**src/serdes_pkg.sv**
```systemverilog
`default_nettype none
package serdes_pkg;
  // protocol codes held in the low nibble of the mode register
  localparam logic [3:0] PROTO_ETH = 4'h1;
  localparam logic [3:0] PROTO_USB = 4'h2;
  localparam logic [3:0] PROTO_UART = 4'h3;
  localparam logic [3:0] PROTO_SPI = 4'h5;
  localparam logic [3:0] PROTO_GPSI = 4'h6;

  // register byte addresses, one aligned word each
  localparam logic [7:0] OFS_MODE = 8'h00;
  localparam logic [7:0] OFS_SYNC = 8'h04;
  localparam logic [7:0] OFS_RX_SHIFT = 8'h08;
  localparam logic [7:0] OFS_RX_RCVD = 8'h0C;
  localparam logic [7:0] OFS_TX_COUNT = 8'h10;
  localparam logic [7:0] OFS_IRQ_EN = 8'h14;
  localparam logic [7:0] OFS_IRQ_FLAG = 8'h18;
  localparam logic [7:0] OFS_RX_BUF = 8'h1C;
  localparam logic [7:0] OFS_TX_BUF_LO = 8'h20;
  localparam logic [7:0] OFS_TX_BUF_HI = 8'h24;
  localparam logic [7:0] OFS_CLK_DIV = 8'h28;

  // field layout
  localparam int MODE_W = 5;
  localparam int MODE_EXT_CLK = 4;
  localparam int CNT_W = 5;
  localparam int FLAG_W = 4;
  localparam int FLAG_RX_FULL = 0;
  localparam int FLAG_TX_EMPTY = 1;
  localparam int FLAG_TX_UNDERRUN = 2;
  localparam int FLAG_RX_EOP = 3;

  // reset values
  localparam logic [MODE_W-1:0] MODE_RST = 5'h00;
  localparam logic [7:0] SYNC_RST = 8'h00;
  localparam logic [CNT_W-1:0] CNT_RST = 5'h10;
  localparam logic [15:0] DIV_RST = 16'h0007;

  // fixed start-of-frame pattern in 10Base-T
  localparam logic [7:0] SFD_ETH = 8'hD5;
  // length of the generated end-of-packet, in bit times
  localparam logic [1:0] EOP_BITS = 2'h2;
  // usb inserts a stuff bit after this many ones
  localparam logic [2:0] STUFF_ONES = 3'h6;

  // pre-emphasis delay, least time so rounded up
  localparam int CLK_PERIOD_PS = 4000;
  localparam int PE_DELAY_NS = 50;
  localparam int PE_CYCLES = (PE_DELAY_NS * 1000 + CLK_PERIOD_PS - 1) / CLK_PERIOD_PS;

  function automatic logic is_diff(input logic [3:0] code);
    return (code == PROTO_ETH) || (code == PROTO_USB);
  endfunction

  function automatic logic rx_eop_mode(input logic [3:0] code);
    return (code == PROTO_ETH) || (code == PROTO_USB) || (code == PROTO_GPSI);
  endfunction
endpackage
`default_nettype wire

```
**src/multiprotocol_serdes.sv**
```systemverilog
`timescale 1ns/1ps
`default_nettype none
module multiprotocol_serdes (
  input wire logic clk_in,
  input wire logic rstn_in,
  input wire logic [7:0] avs_address_in,
  input wire logic [3:0] avs_byteenable_in,
  input wire logic avs_read_in,
  input wire logic avs_write_in,
  input wire logic [31:0] avs_writedata_in,
  output logic [31:0] avs_readdata_out,
  output logic avs_waitrequest_out,
  input wire logic serial_clock_pin_in,
  input wire logic rx_plus_pin_in,
  input wire logic rx_minus_pin_in,
  input wire logic rx_data_pin_in,
  output logic tx_plus_pin_out,
  output logic tx_minus_pin_out,
  output logic tx_plus_delayed_pin_out,
  output logic tx_minus_delayed_pin_out,
  output logic irq_out
);
  import serdes_pkg::*;

  typedef enum logic [1:0] {TX_IDLE, TX_SHIFT, TX_EOP} tx_state_t;
  typedef enum logic [1:0] {RX_OFF, RX_HUNT, RX_DATA} rx_state_t;

  // merge write data into an old word under the byte enables
  function automatic logic [31:0] be_merge(input logic [31:0] old, input logic [31:0] nw,
                                           input logic [3:0] be);
    logic [31:0] res;
    res = old;
    for (int i = 0; i < 4; i++) begin
      if (be[i]) begin
        res[i*8 +: 8] = nw[i*8 +: 8];
      end
    end
    return res;
  endfunction

  // every register below belongs to this unit alone, so two instances run apart
  logic [MODE_W-1:0] mode_r;
  logic [7:0] sync_r;
  logic [CNT_W-1:0] rx_cfg_r;
  logic [CNT_W-1:0] rx_rcvd_r;
  logic [CNT_W-1:0] tx_cfg_r;
  logic [FLAG_W-1:0] ien_r;
  logic [FLAG_W-1:0] flag_r;
  logic [FLAG_W-1:0] flag_nxt;
  logic [15:0] rbuf_r;
  logic [15:0] tbuf_r;
  logic [15:0] div_r;
  logic tbuf_lo_r;
  logic tbuf_hi_r;
  logic tbuf_full_r;
  logic wait_r;
  logic [31:0] rdata_r;
  logic irq_r;

  logic [3:0] code;
  logic acc;
  logic wr_acc;
  logic rx_setup;
  logic [31:0] rd_mux;
  logic [31:0] wr_word;
  logic [31:0] wr_merged;

  assign code = mode_r[3:0];
  assign acc = (avs_read_in | avs_write_in) & ~wait_r;
  assign wr_acc = acc & avs_write_in;
  assign rx_setup = wr_acc && (avs_address_in == OFS_RX_SHIFT);

  // read mux; narrow registers sit low and unmapped words read as zero
  always_comb begin
    wr_word = be_merge(32'h0000_0000, avs_writedata_in, avs_byteenable_in);
    rd_mux = 32'h0000_0000;
    unique case (avs_address_in)
      OFS_MODE: rd_mux[MODE_W-1:0] = mode_r;
      OFS_SYNC: rd_mux[7:0] = sync_r;
      OFS_RX_SHIFT: rd_mux[CNT_W-1:0] = rx_cfg_r;
      OFS_RX_RCVD: rd_mux[CNT_W-1:0] = rx_rcvd_r;
      OFS_TX_COUNT: rd_mux[CNT_W-1:0] = tx_cfg_r;
      OFS_IRQ_EN: rd_mux[FLAG_W-1:0] = ien_r;
      OFS_IRQ_FLAG: rd_mux[FLAG_W-1:0] = flag_r;
      OFS_RX_BUF: rd_mux[15:0] = rbuf_r;
      OFS_CLK_DIV: rd_mux[15:0] = div_r;
      default: rd_mux = 32'h0000_0000;
    endcase
    // disabled byte lanes keep what the addressed register holds now
    wr_merged = be_merge(rd_mux, avs_writedata_in, avs_byteenable_in);
  end

  // one wait cycle per access: it gives the read mux a full cycle to settle
  always_ff @(posedge clk_in or negedge rstn_in) begin
    if (!rstn_in) begin
      wait_r <= 1'b1;
      rdata_r <= 32'h0000_0000;
    end else if (acc) begin
      wait_r <= 1'b1;
    end else if (avs_read_in | avs_write_in) begin
      wait_r <= 1'b0;
      rdata_r <= rd_mux;
    end
  end

  // configuration registers
  always_ff @(posedge clk_in or negedge rstn_in) begin
    if (!rstn_in) begin
      mode_r <= MODE_RST;
      sync_r <= SYNC_RST;
      rx_cfg_r <= CNT_RST;
      tx_cfg_r <= CNT_RST;
      ien_r <= '0;
      div_r <= DIV_RST;
    end else if (wr_acc) begin
      unique case (avs_address_in)
        OFS_MODE: mode_r <= wr_merged[MODE_W-1:0];
        OFS_SYNC: sync_r <= wr_merged[7:0];
        OFS_RX_SHIFT: rx_cfg_r <= wr_merged[CNT_W-1:0];
        OFS_TX_COUNT: tx_cfg_r <= wr_merged[CNT_W-1:0];
        OFS_IRQ_EN: ien_r <= wr_merged[FLAG_W-1:0];
        OFS_CLK_DIV: div_r <= wr_merged[15:0];
        default: ;
      endcase
    end
  end

  // bit timing: internal divider gives half-bit ticks, or the pin clocks whole bits
  logic [15:0] div_cnt_r;
  logic phase_r;
  logic sclk_prev_r;
  logic ext_clk;
  logic sclk_edge;
  logic half_tick;
  logic full_tick;

  assign ext_clk = (code == PROTO_SPI) || (code == PROTO_GPSI) ||
                   (mode_r[MODE_EXT_CLK] && ((code == PROTO_USB) || (code == PROTO_UART)));
  assign sclk_edge = serial_clock_pin_in & ~sclk_prev_r;
  assign half_tick = ext_clk ? sclk_edge : (div_cnt_r == 16'h0000);
  assign full_tick = ext_clk ? sclk_edge : (half_tick & phase_r);

  always_ff @(posedge clk_in or negedge rstn_in) begin
    if (!rstn_in) begin
      div_cnt_r <= 16'h0000;
      phase_r <= 1'b0;
      sclk_prev_r <= 1'b0;
    end else begin
      sclk_prev_r <= serial_clock_pin_in;
      div_cnt_r <= (div_cnt_r == 16'h0000) ? div_r : div_cnt_r - 16'h0001;
      if (half_tick) begin
        phase_r <= ~phase_r;
      end
    end
  end

  // transmit buffer: a word counts as loaded only once both bytes were written
  always_ff @(posedge clk_in or negedge rstn_in) begin
    if (!rstn_in) begin
      tbuf_r <= 16'h0000;
      tbuf_lo_r <= 1'b0;
      tbuf_hi_r <= 1'b0;
    end else if (wr_acc && avs_byteenable_in[0]) begin
      if (avs_address_in == OFS_TX_BUF_LO) begin
        tbuf_r[7:0] <= avs_writedata_in[7:0];
        tbuf_lo_r <= 1'b1;
      end else if (avs_address_in == OFS_TX_BUF_HI) begin
        tbuf_r[15:8] <= avs_writedata_in[7:0];
        tbuf_hi_r <= 1'b1;
      end
    end else if (tbuf_lo_r & tbuf_hi_r) begin
      tbuf_lo_r <= 1'b0;
      tbuf_hi_r <= 1'b0;
    end
  end

  // transmitter
  tx_state_t tx_state_r;
  logic [15:0] tx_sh_r;
  logic [CNT_W-1:0] tx_left_r;
  logic [1:0] eop_cnt_r;
  logic tx_level_r;
  logic [2:0] tx_ones_r;
  logic tx_stuff_r;
  logic tx_done;
  logic stuff_now;
  logic tx_load;
  logic tx_underrun;

  assign tx_done = (tx_left_r <= 5'h01);
  assign stuff_now = (code == PROTO_USB) && (tx_ones_r == STUFF_ONES) && !tx_stuff_r;
  assign tx_load = full_tick && tbuf_full_r &&
                   ((tx_state_r == TX_IDLE) || ((tx_state_r == TX_SHIFT) && tx_done && !stuff_now));
  assign tx_underrun = full_tick && (tx_state_r == TX_SHIFT) && tx_done && !stuff_now &&
                       !tbuf_full_r;

  always_ff @(posedge clk_in or negedge rstn_in) begin
    if (!rstn_in) begin
      tbuf_full_r <= 1'b0;
    end else begin
      tbuf_full_r <= (tbuf_full_r & ~tx_load) | (tbuf_lo_r & tbuf_hi_r);
    end
  end

  // shift engine; nrzi level is worked out as each new bit becomes current
  always_ff @(posedge clk_in or negedge rstn_in) begin
    if (!rstn_in) begin
      tx_state_r <= TX_IDLE;
      tx_sh_r <= 16'h0000;
      tx_left_r <= '0;
      eop_cnt_r <= 2'h0;
      tx_level_r <= 1'b0;
      tx_ones_r <= 3'h0;
      tx_stuff_r <= 1'b0;
    end else if (full_tick) begin
      if (tx_load) begin
        tx_state_r <= TX_SHIFT;
        tx_sh_r <= tbuf_r;
        tx_left_r <= tx_cfg_r;
        tx_level_r <= tbuf_r[0] ? tx_level_r : ~tx_level_r;
        tx_ones_r <= tbuf_r[0] ? 3'h1 : 3'h0;
        tx_stuff_r <= 1'b0;
      end else begin
        unique case (tx_state_r)
          TX_IDLE: ;
          TX_SHIFT: begin
            if (stuff_now) begin
              tx_level_r <= ~tx_level_r;
              tx_ones_r <= 3'h0;
              tx_stuff_r <= 1'b1;
            end else if (tx_done) begin
              tx_stuff_r <= 1'b0;
              if (is_diff(code)) begin
                tx_state_r <= TX_EOP;
                eop_cnt_r <= EOP_BITS;
              end else begin
                tx_state_r <= TX_IDLE;
              end
            end else begin
              tx_stuff_r <= 1'b0;
              tx_sh_r <= {1'b0, tx_sh_r[15:1]};
              tx_left_r <= tx_left_r - 5'h01;
              tx_level_r <= tx_sh_r[1] ? tx_level_r : ~tx_level_r;
              tx_ones_r <= tx_sh_r[1] ? tx_ones_r + 3'h1 : 3'h0;
            end
          end
          TX_EOP: begin
            eop_cnt_r <= eop_cnt_r - 2'h1;
            if (eop_cnt_r == 2'h1) begin
              tx_state_r <= TX_IDLE;
            end
          end
          default: tx_state_r <= TX_IDLE;
        endcase
      end
    end
  end

  // line value per protocol; idle and eop both hold the pins low
  logic line_bit;
  logic plus_nxt;
  logic minus_nxt;
  logic [PE_CYCLES-1:0] pe_plus_r;
  logic [PE_CYCLES-1:0] pe_minus_r;

  always_comb begin
    if (code == PROTO_ETH) begin
      line_bit = phase_r ? tx_sh_r[0] : ~tx_sh_r[0];
    end else if (code == PROTO_USB) begin
      line_bit = tx_level_r;
    end else begin
      line_bit = tx_sh_r[0];
    end
    plus_nxt = 1'b0;
    minus_nxt = 1'b0;
    if (tx_state_r == TX_SHIFT) begin
      plus_nxt = line_bit;
      minus_nxt = is_diff(code) & ~line_bit;
    end
  end

  // pin drivers and the pre-emphasis delay line
  always_ff @(posedge clk_in or negedge rstn_in) begin
    if (!rstn_in) begin
      tx_plus_pin_out <= 1'b0;
      tx_minus_pin_out <= 1'b0;
      pe_plus_r <= '0;
      pe_minus_r <= '0;
      tx_plus_delayed_pin_out <= 1'b0;
      tx_minus_delayed_pin_out <= 1'b0;
    end else begin
      tx_plus_pin_out <= plus_nxt;
      tx_minus_pin_out <= minus_nxt;
      pe_plus_r <= {pe_plus_r[PE_CYCLES-2:0], plus_nxt};
      pe_minus_r <= {pe_minus_r[PE_CYCLES-2:0], minus_nxt};
      tx_plus_delayed_pin_out <= (code == PROTO_ETH) & pe_plus_r[PE_CYCLES-1];
      tx_minus_delayed_pin_out <= (code == PROTO_ETH) & pe_minus_r[PE_CYCLES-1];
    end
  end

  // receiver
  rx_state_t rx_state_r;
  logic [15:0] rx_sh_r;
  logic [CNT_W-1:0] rx_left_r;
  logic [CNT_W-1:0] rx_bits_r;
  logic [7:0] win_r;
  logic rx_prev_r;
  logic [2:0] rx_ones_r;
  logic uses_sync;
  logic rx_bit;
  logic rx_skip;
  logic [7:0] pattern;
  logic rx_take;
  logic rx_word_done;
  logic rx_eop_hit;
  logic eop_line;

  assign uses_sync = is_diff(code);
  assign pattern = (code == PROTO_ETH) ? SFD_ETH : sync_r;
  assign rx_bit = (code == PROTO_USB) ? (rx_data_pin_in == rx_prev_r) : rx_data_pin_in;
  assign rx_skip = (code == PROTO_USB) && (rx_ones_r == STUFF_ONES);
  assign rx_take = full_tick && !rx_skip && (rx_state_r == RX_DATA);
  assign eop_line = (code == PROTO_GPSI) ? ~rx_plus_pin_in : (~rx_plus_pin_in & ~rx_minus_pin_in);
  assign rx_eop_hit = rx_eop_mode(code) && (rx_state_r == RX_DATA) &&
                      (rx_bits_r != 5'h00) && eop_line;
  assign rx_word_done = rx_take && !rx_eop_hit && (rx_left_r <= 5'h01);

  // in eth and usb a pattern match opens the data phase; matching stays off until eop
  always_ff @(posedge clk_in or negedge rstn_in) begin
    if (!rstn_in) begin
      rx_state_r <= RX_OFF;
      rx_sh_r <= 16'h0000;
      rx_left_r <= '0;
      rx_bits_r <= '0;
      win_r <= 8'h00;
      rx_prev_r <= 1'b0;
      rx_ones_r <= 3'h0;
      rbuf_r <= 16'h0000;
      rx_rcvd_r <= '0;
    end else if (rx_setup) begin
      rx_state_r <= uses_sync ? RX_HUNT : RX_DATA;
      rx_left_r <= wr_merged[CNT_W-1:0];
      rx_bits_r <= '0;
      win_r <= 8'h00;
    end else if (rx_eop_hit) begin
      rx_rcvd_r <= rx_bits_r;
      rbuf_r <= rx_sh_r;
      rx_bits_r <= '0;
      rx_left_r <= rx_cfg_r;
      rx_state_r <= uses_sync ? RX_HUNT : RX_DATA;
      win_r <= 8'h00;
    end else if (full_tick) begin
      rx_prev_r <= rx_data_pin_in;
      rx_ones_r <= (rx_skip || !rx_bit) ? 3'h0 : rx_ones_r + 3'h1;
      if (!rx_skip) begin
        unique case (rx_state_r)
          RX_OFF: ;
          RX_HUNT: begin
            win_r <= {win_r[6:0], rx_bit};
            if ({win_r[6:0], rx_bit} == pattern) begin
              rx_state_r <= RX_DATA;
              rx_bits_r <= '0;
              rx_left_r <= rx_cfg_r;
            end
          end
          RX_DATA: begin
            rx_sh_r <= {rx_sh_r[14:0], rx_bit};
            if (rx_word_done) begin
              rbuf_r <= {rx_sh_r[14:0], rx_bit};
              rx_left_r <= rx_cfg_r;
              rx_bits_r <= '0;
            end else begin
              rx_left_r <= rx_left_r - 5'h01;
              rx_bits_r <= rx_bits_r + 5'h01;
            end
          end
          default: rx_state_r <= RX_OFF;
        endcase
      end
    end
  end

  // sticky flags: hardware set wins over a write-one-to-clear in the same cycle
  always_comb begin
    flag_nxt = flag_r;
    if (wr_acc && (avs_address_in == OFS_IRQ_FLAG)) begin
      flag_nxt = flag_r & ~wr_word[FLAG_W-1:0];
    end
    if (rx_word_done || rx_eop_hit) begin
      flag_nxt[FLAG_RX_FULL] = 1'b1;
    end
    if (rx_eop_hit) begin
      flag_nxt[FLAG_RX_EOP] = 1'b1;
    end
    if (tx_load) begin
      flag_nxt[FLAG_TX_EMPTY] = 1'b1;
    end
    if (tx_underrun) begin
      flag_nxt[FLAG_TX_UNDERRUN] = 1'b1;
    end
  end

  // flags and the unit interrupt request
  always_ff @(posedge clk_in or negedge rstn_in) begin
    if (!rstn_in) begin
      flag_r <= '0;
      irq_r <= 1'b0;
    end else begin
      flag_r <= flag_nxt;
      irq_r <= |(flag_r & ien_r);
    end
  end

  assign avs_readdata_out = rdata_r;
  assign avs_waitrequest_out = wait_r;
  assign irq_out = irq_r;
endmodule // multiprotocol_serdes
`default_nettype wire

```
**config.mk**
```make
export PLATFORM = sky130hd
export DESIGN_NAME = multiprotocol_serdes
export DESIGN_NICKNAME = d
export VERILOG_FILES = /design/src/serdes_pkg.sv /design/src/multiprotocol_serdes.sv
export SDC_FILE = /design/constraint.sdc
export NUM_CORES = 1
export LEC_CHECK = 0
export ABC_AREA = 1
export ABC_CLOCK_PERIOD_IN_PS = 2710
export BUFFER_PORTS_ARGS = -buffer_cell sky130_fd_sc_hd__buf_4
export CORE_ASPECT_RATIO = 1.4
export CORE_MARGIN = 1
export CORE_UTILIZATION = 30
export DETAILED_ROUTE_END_ITERATION = 12
export GPL_TIMING_DRIVEN = 0
export PLACE_DENSITY = 0.48
export SLEW_MARGIN = 20
export SYNTH_ARGS = -nofsm -noshare
export SYNTH_HDL_FRONTEND = slang
export SYNTH_SLANG_ARGS = --single-unit
export TNS_END_PERCENT = 10
```
**constraint.sdc**
```tcl
create_clock -name clk_in -period 2.71 [get_ports clk_in]
set_clock_uncertainty 0.15 [all_clocks]
set_input_delay 0.1355 -clock clk_in [delete_from_list [all_inputs] [get_ports clk_in]]
set_output_delay 0.1355 -clock clk_in [all_outputs]
set_load 0.01 [all_outputs]
```
==> impl_metrics.py, run 1 <==
metrics = {
    "logic_synthesis": {
        "synth_edf_count": 0,
        "yosys_warnings": 0,
        "syn-instance-count": 1273,
        "synth-main-ff-cell": "sky130_fd_sc_hd__dfrtp_1",
        "yosys_register_bits": 220,
        "seq_area_frac_synth": 0.523,
        "synthesis.area_um2": 10500,
        "yosys.area.top_type": "sky130_fd_sc_hd__dfrtp_1",
        "yosysTopAreaCellShare": 0.508,
        "avgSynthCellArea_um2": 8.27,
        "postSynth.asyncResetShare": 1.00,
        "post_synth_num_cell_types": 47,
        "yosys-top-cells-area": "sky130_fd_sc_hd__dfrtp_1 (51%), sky130_fd_sc_hd__nand2_1 (11%), sky130_fd_sc_hd__o21ai_0 (7.2%)",
    },
    "layout": {
        "area_grow_syn2layout_pct": 22.7,
        "post-route-util": 0.376,
        "num_antenna_cells": 0,
        "final.fill_count": 3596,
        "drive_gt1_frac": 0.137,
        "nNetsFinal": 1479,
        "fin_cells": 1880,
    },
    "timing": {
        "finalCritPeriodShare": 0.933,
        "timing_hold_violations_final": 0,
        "slew_headroom": 0.572,
        "setup-violations-final": 0,
        "timing.fmax_mhz": 395,
        "worstMarginPinSlew_ns": 0.640,
        "min_period_ns": 2.53,
        "slew_violations": 0,
    },
    "route": {
        "final_antenna_net_count": 0,
        "dr_total_vias": 8721,
        "detail_route.drc_violations": 0,
        "detailroute.wirelength.met3_um": 964,
        "drt_iter0_drc": 481,
        "routed-wl-met2_um": 15300,
        "post_drt_wl_per_cell_um": 15.6,
        "finalWirelength_um": 29400,
        "firstDrtPassIters": 5,
        "route.layer.met1.wl_um": 12200,
        "top_layer": "met4",
        "avgViaCountPerCell": 4.64,
    },
    "grt": {
        "grt_antenna_before_repair": 0,
        "globalRouteOverflowTotal": 0,
        "first_global_vias": 8816,
        "grt_usage": 0.168,
        "grt_start_max_net_pins": 69,
        "wire_length_of_the_first_global_routing_pass_um": 47500,
    },
    "floorplanning": {
        "die_ht_um": 224,
        "fp-row-count": 80,
        "fp.dieArea_um2": 35900,
        "floorplan.io_pins": 90,
        "floorplan.initialDensity": 0.307,
        "die_width_um": 160,
        "design.core.area_um2": 34300,
    },
    "critical_path": {
        "crit_path_start_kind": "flop",
        "crit_arrival_ns": 2.79,
        "cp_cell_sequence": "inv_2 -> ha_1 -> nand3_1 -> nor2_2 -> nand2_4 -> o21ai_4 -> nand2_4 -> buf_4 -> nor2_1 -> mux2_2",
        "r2r_slack_ns": 0.18,
        "worst_path_required_ns": 2.97,
        "end_kind": "flop",
        "worstSetupPathType": "flop to flop",
        "cpMostUsedCell": "sky130_fd_sc_hd__nand2_4",
        "worstPathBufferInverterCount": 2,
        "critical_path_peak_fanout": 10,
        "critical_path.top_delay_family": "simple AND/OR/NAND/NOR gates",
        "worst_path_largest_cell_delay_ns": 0.37,
        "worstSetupPathDepth": 10,
        "critical_path.reg2reg.endpoint": "rx_prev_r",
        "timing.reg2reg.worst_path_depth": 10,
        "cpMaxStageDelayCell": "sky130_fd_sc_hd__dfrtp_1",
        "regToRegStartpoint": "div_cnt_r[0]",
    },
    "outcome": {
        "outcome": "complete, no violations",
    },
    "placement": {
        "post_placement_cell_count": 1798,
        "place.gp.congestion": 0.883,
        "dp.final_hpwl_um": 21800,
        "port-buffer-count": 55,
    },
    "pwr": {
        "ratio_of_total_power_to_cell_area_nw_per_um2": 589,
        "vdd.ir_drop.worst_mv": 0.357,
        "power.leakage_nw": 6.42,
    },
    "min_path": {
        "min_from": "serial_clock_pin_in",
        "min_delay_path_depth": 2,
        "timing.hold.worst_endpoint": "sclk_prev_r",
        "path_class_of_the_lowest_slack_min_delay_path": "primary input to flop",
    },
    "clock_network": {
        "ctsLongestPathBuffers": 3,
        "worstSkewPairLatency_ns": 0.55,
        "tritoncts": "built",
        "path_clk_slew_ns": 0.06,
        "numCtsBuffers": 25,
        "numClockSinks": 220,
        "h-tree-depth": 1,
        "root_buffer": "sky130_fd_sc_hd__clkbuf_16",
    },
    "run": {
        "drv.max_cap_violation_count": 0,
    },
}
[Yosys cell counts, types with 2 or more instances]
master,n
sky130_fd_sc_hd__nand4_1,11
sky130_fd_sc_hd__nand2_1,299
sky130_fd_sc_hd__dfrtp_1,214
sky130_fd_sc_hd__a221oi_1,2
sky130_fd_sc_hd__dfstp_2,6
sky130_fd_sc_hd__o22ai_1,25
sky130_fd_sc_hd__xor2_1,13
sky130_fd_sc_hd__o21ai_0,152
sky130_fd_sc_hd__nand3_2,2
sky130_fd_sc_hd__clkbuf_1,14
sky130_fd_sc_hd__nand2_2,5
sky130_fd_sc_hd__a31oi_1,4
sky130_fd_sc_hd__inv_1,146
sky130_fd_sc_hd__a21oi_1,30
sky130_fd_sc_hd__nand3_1,60
sky130_fd_sc_hd__buf_4,20
sky130_fd_sc_hd__o211ai_1,7
sky130_fd_sc_hd__buf_6,5
sky130_fd_sc_hd__or2_2,3
sky130_fd_sc_hd__ha_1,16
sky130_fd_sc_hd__xnor2_1,9
sky130_fd_sc_hd__o221ai_1,2
sky130_fd_sc_hd__o21ai_1,27
sky130_fd_sc_hd__nor2_1,139
sky130_fd_sc_hd__inv_2,9
sky130_fd_sc_hd__o31ai_1,2
sky130_fd_sc_hd__nor3_1,8
sky130_fd_sc_hd__nor2_4,2
sky130_fd_sc_hd__buf_2,11
sky130_fd_sc_hd__nand2_4,3
sky130_fd_sc_hd__mux2_2,2
sky130_fd_sc_hd__nand3b_1,3
sky130_fd_sc_hd__nor2_2,8
[routing by layer]
layer	vias to the layer above	track usage
li1	4355	-
met1	4160	0.195
met2	152	0.313
met3	54	0.0222
met4	0	0.0593
met5	-	0
[where the power goes]
| part | switching, W | internal (W) | total, W |
|---|---|---|---|
| Sequential | 0.0000962 | 0.00344 | 0.00354 |
| Combinational | 0.000393 | 0.000244 | 0.000637 |
| Clock | 0.00144 | 0.00201 | 0.00344 |
| Total | 0.00193 | 0.00569 | 0.00762 |
[worst max-delay path by stage]
| stage | from | end | slack (ns) |
|---|---|---|---|
| after floorplan | rx_state_r[0] | rx_left_r[3] | 0.51 |
| after global placement | rstn_in | rx_left_r[0] | -0.44 |
| after detailed placement | div_cnt_r[0] | tx_sh_r[1] | 0.003 |
| after CTS | mode_r[1] | rx_sh_r[15] | 0.003 |
| after global routing | div_cnt_r[0] | rbuf_r[12] | -0.008 |
| final | div_cnt_r[0] | rx_prev_r | 0.18 |
[layout by cell type, fill, tap and decap left out, types with 3 or more instances in the layout]
cell,n
sky130_fd_sc_hd__buf_6,5
sky130_fd_sc_hd__inv_1,145
sky130_fd_sc_hd__xor2_1,13
sky130_fd_sc_hd__xnor2_1,9
sky130_fd_sc_hd__o21ai_1,27
sky130_fd_sc_hd__buf_16,3
sky130_fd_sc_hd__clkbuf_16,25
sky130_fd_sc_hd__nand3_1,59
sky130_fd_sc_hd__ha_1,15
sky130_fd_sc_hd__nand2_1,297
sky130_fd_sc_hd__nand2_2,6
sky130_fd_sc_hd__a21oi_1,30
sky130_fd_sc_hd__nand3b_1,3
sky130_fd_sc_hd__nor3_1,8
sky130_fd_sc_hd__buf_4,81
sky130_fd_sc_hd__clkbuf_8,8
sky130_fd_sc_hd__nor2_4,5
sky130_fd_sc_hd__conb_1,16
sky130_fd_sc_hd__o22ai_1,25
sky130_fd_sc_hd__dfrtp_1,214
sky130_fd_sc_hd__nand2_4,4
sky130_fd_sc_hd__nor2_2,8
sky130_fd_sc_hd__nand4_1,11
sky130_fd_sc_hd__clkbuf_1,15
sky130_fd_sc_hd__nor2_1,136
sky130_fd_sc_hd__buf_2,9
sky130_fd_sc_hd__dlygate4sd3_1,33
sky130_fd_sc_hd__nand3_2,3
sky130_fd_sc_hd__o21ai_0,152
sky130_fd_sc_hd__dfstp_2,6
sky130_fd_sc_hd__a31oi_1,4
sky130_fd_sc_hd__o211ai_1,7
sky130_fd_sc_hd__inv_2,10
sky130_fd_sc_hd__or2_2,3
sky130_fd_sc_hd__clkinv_2,5
[sequential cells by signal (all words and copies together), names as in the netlist, 3 cells and up]
register	cells
rx_left_r	5
rx_cfg_r	5
tx_ones_r	3
div_r	16
rx_sh_r	16
pe_minus_r	13
tx_left_r	5
tx_sh_r	16
mode_r	5
avs_readdata_out	16
div_cnt_r	16
pe_plus_r	13
rx_bits_r	5
win_r	7
ien_r	4
tbuf_r	16
rx_ones_r	3
rbuf_r	16
tx_cfg_r	5
rx_rcvd_r	5
sync_r	8
flag_r	4
[per-stage QoR]
stage | setup slack, ns | TNS, ns | total power, W | hold WS (ns) | area (µm²)
CTS | 0.00315 | 0 | 0.00772 | 0.0913 | 12900
global placement | -0.436 | -88.32 | 0.00417 | 0.109 | 11600
finish | 0.181 | 0 | 0.00762 | 0.120 | 12900
floorplan | 0.506 | 0 | 0.00389 | -0.310 | 10600
global route | -0.00848 | -0.00848 | 0.00796 | 0.109 | 12900
detailed placement | 0.00250 | 0 | 0.00419 | -0.138 | 11700
[cell type report]
cell class | instances | area, µm² | area share
Buffer | 49 | 315 | 0.0244
Inverter | 156 | 586 | 0.0453
Sequential cell | 220 | 5510 | 0.427
Multi-Input combinational cell | 862 | 4220 | 0.327
Timing Repair Buffer | 97 | 891 | 0.0689
Tap cell | 451 | 564 | 0.0437
Clock inverter | 10 | 88.8 | 0.00687
Clock buffer | 35 | 743 | 0.0575
[timing repair]
item	4_1_cts	5_1_grt
pin swaps	0	2
hold endpoints to repair	134	0
gates resized for setup	1	15
buffers inserted	0	4
gates cloned	0	0
hold buffers	34	0
endpoints found under the setup margin	1	68
[kinds of logic (layout without fill, tap and decap cells)]
kind of cell,after synthesis,in the layout,synth area share
compound gates,260,260,0.134
xor+xnor,22,22,0.0183
fa+ha+maj,16,16,0.0190
buf+inv,206,347,0.0854
flops,220,220,0.523
mux,2,2,0.00214
other cells,1,16,0.000356
simple gates,546,546,0.217
(Power assumes the default switching activity.)
==> inputs of run 2 (changes only) <==
--- a/config.mk
+++ b/config.mk
@@ -7,13 +7,13 @@
 export LEC_CHECK = 0
 export ABC_AREA = 1
 export ABC_CLOCK_PERIOD_IN_PS = 2710
-export BUFFER_PORTS_ARGS = -buffer_cell sky130_fd_sc_hd__buf_4
-export CORE_ASPECT_RATIO = 1.4
+export CORE_ASPECT_RATIO = 1.25
 export CORE_MARGIN = 1
 export CORE_UTILIZATION = 30
 export DETAILED_ROUTE_END_ITERATION = 12
+export DONT_BUFFER_PORTS = 1
 export GPL_TIMING_DRIVEN = 0
-export PLACE_DENSITY = 0.48
+export PLACE_DENSITY = 0.46
 export SLEW_MARGIN = 20
 export SYNTH_ARGS = -nofsm -noshare
 export SYNTH_HDL_FRONTEND = slang
==> run 2 against run 1 <==
The flow now finishes with violations (hold timing). Critical path depth is 2 higher. Via count fell by 2.7%. Clock power rose by 6.1%.
==> impl_metrics.py, run 2 (same netlist as run 1, synthesis figures left out) <==
metrics = {
    "grt": {
        "grt_start_max_net_pins": 221,
        "grt_usage": 0.166,
        "globalRouteOverflowTotal": 0,
        "first_global_vias": 8652,
        "wire_length_of_the_first_global_routing_pass_um": 46900,
        "grt_antenna_before_repair": 0,
    },
    "min_path": {
        "path_class_of_the_lowest_slack_min_delay_path": "primary input to asynchronous set/reset pin",
    },
    "critical_path": {
        "end_kind": "flop",
        "worst_path_required_ns": 2.95,
        "worstSetupPathType": "flop to flop",
        "critical_path_peak_fanout": 10,
        "crit_path_start_kind": "flop",
        "crit_path_end": "tx_sh_r[1]",
        "regToRegStartpoint": "div_cnt_r[0]",
        "critical_path.reg2reg.endpoint": "tx_sh_r[1]",
        "cpMaxStageDelayCell": "sky130_fd_sc_hd__dfrtp_1",
        "worst_path_largest_cell_delay_ns": 0.37,
        "timing.reg2reg.worst_path_depth": 12,
        "worst_setup_path_startpoint": "div_cnt_r[0]",
        "crit_arrival_ns": 2.80,
        "cp_cell_sequence": "inv_2 -> ha_1 -> nand3_1 -> nor2_1 -> nand2_4 -> o21ai_4 -> nand2_4 -> nor2_2 -> inv_2 -> buf_2 -> o21ai_1 -> o21ai_0",
        "r2r_slack_ns": 0.16,
    },
    "clock_network": {
        "numCtsBuffers": 25,
        "tritoncts": "built",
        "numClockSinks": 220,
        "path_clk_slew_ns": 0.06,
        "root_buffer": "sky130_fd_sc_hd__clkbuf_16",
        "ctsLongestPathBuffers": 3,
        "worstSkewPairLatency_ns": 0.53,
        "h-tree-depth": 1,
    },
    "timing": {
        "slew_violations": 0,
        "setup-violations-final": 0,
        "min_period_ns": 2.55,
        "timing_hold_violations_final": 221,
        "fin_hold_ws_ns": -0.849,
        "finalCritPeriodShare": 0.942,
        "timing.fmax_mhz": 392,
        "slew_headroom": 0.554,
        "worstMarginPinSlew_ns": 0.667,
        "setup_total_negative_slack_ns": 0,
        "finalWorstSetupSlack_ns": 0.156,
    },
    "placement": {
        "port-buffer-count": 0,
        "place.gp.congestion": 0.851,
        "dp.final_hpwl_um": 20800,
        "post-place-ws_ns": -0.0295,
        "dpl-instance-area_um2": 11200,
    },
    "floorplanning": {
        "die_ht_um": 212,
        "floorplan.io_pins": 90,
        "design.core.area_um2": 34500,
        "die_width_um": 170,
        "fp.dieArea_um2": 35900,
        "floorplan.initialDensity": 0.305,
        "fp-row-count": 76,
    },
    "layout": {
        "layout.cells.most_common_list": "sky130_fd_sc_hd__nand2_1 (296), sky130_fd_sc_hd__dfrtp_1 (214), sky130_fd_sc_hd__o21ai_0 (151)",
        "nNetsFinal": 1420,
        "num_antenna_cells": 0,
        "post-route-cell-area_um2": 12500,
        "final_common_cell": "sky130_fd_sc_hd__nand2_1",
        "area_grow_syn2layout_pct": 18.6,
        "drive_gt1_frac": 0.101,
    },
    "route": {
        "post_drt_wl_per_cell_um": 15.8,
        "finalWirelength_um": 29000,
        "dr_total_vias": 8488,
        "detail_route.drc_violations": 0,
        "avgViaCountPerCell": 4.62,
        "final_antenna_net_count": 0,
        "drt_iter0_drc": 534,
        "firstDrtPassIters": 5,
    },
    "pwr": {
        "ratio_of_total_power_to_cell_area_nw_per_um2": 614,
        "vdd.ir_drop.worst_mv": 0.484,
        "post-layout-total-power_w": 0.00767,
        "power.leakage_nw": 6.10,
    },
    "run": {
        "drv.max_cap_violation_count": 0,
    },
    "outcome": {
        "violations": "hold timing",
        "outcome": "finished, violations left",
    },
}
[run 2: cell types whose count changed in the layout (fill, tap and decap cells not counted), sizes merged]
cell         change
clkinv           -1
buf             -62
clkbuf           -2
dlygate4sd3      +2
clkinvlp         +1
inv              +1
bufinv           +3
[run 2: worst min path at each step]
stage	from	to	slack, ns
3_5_place_dp	rstn_in	tx_sh_r[10]	-0.30
4_1_cts	rstn_in	tx_sh_r[10]	-0.87
3_3_place_gp	rstn_in	tx_sh_r[10]	-0.30
5_1_grt	rstn_in	tx_sh_r[10]	-0.88
6_report	rstn_in	tx_sh_r[10]	-0.85
2_1_floorplan	rstn_in	avs_readdata_out[0]	-0.31
[run 2: area by class of cell]
cell class	count	area [µm²]
fill	3616	22000
clock inverter	14	186
clock buffer	32	702
inverter	156	586
sequential	220	5510
buffer	49	315
tap	468	586
timing repair buffer	38	373
multi-input combinational	862	4230
[run 2: critical path: cells and delay by family, from the launching register on]
family          cells  cell delay (ns)
fa+ha+maj           1             0.18
flops               1             0.37
buf+inv             3             0.43
simple gates        5             0.71
compound gates      3             0.56
[run 2: what timing repair did]
item	in CTS	in global routing
pin swaps	0	3
hold buffers	34	1
endpoints found under the setup margin	15	62
setup buffers	0	2
hold endpoints to repair	284	221
gates resized for setup	1	17
[run 2: power by group]
group	internal, W	total [W]	switching [W]
clock network	0.00222	0.00365	0.00143
logic	0.000174	0.000468	0.000294
registers	0.00344	0.00355	0.000110
total	0.00583	0.00767	0.00183
[run 2: routing by layer]
metal / wire length (µm) / global-route usage
met5: 0 / 0
met4: 749 / 0.0488
met3: 997 / 0.0198
met2: 14300 / 0.292
met1: 13000 / 0.212
[run 2: metrics by stage]
step | cells | utilization
3_5_place_dp | 1757 | 0.324
5_1_grt | 1839 | 0.362
4_1_cts | 1836 | 0.360
6_report | 1839 | 0.362
3_3_place_gp | 1756 | 0.324
2_1_floorplan | 1288 | -
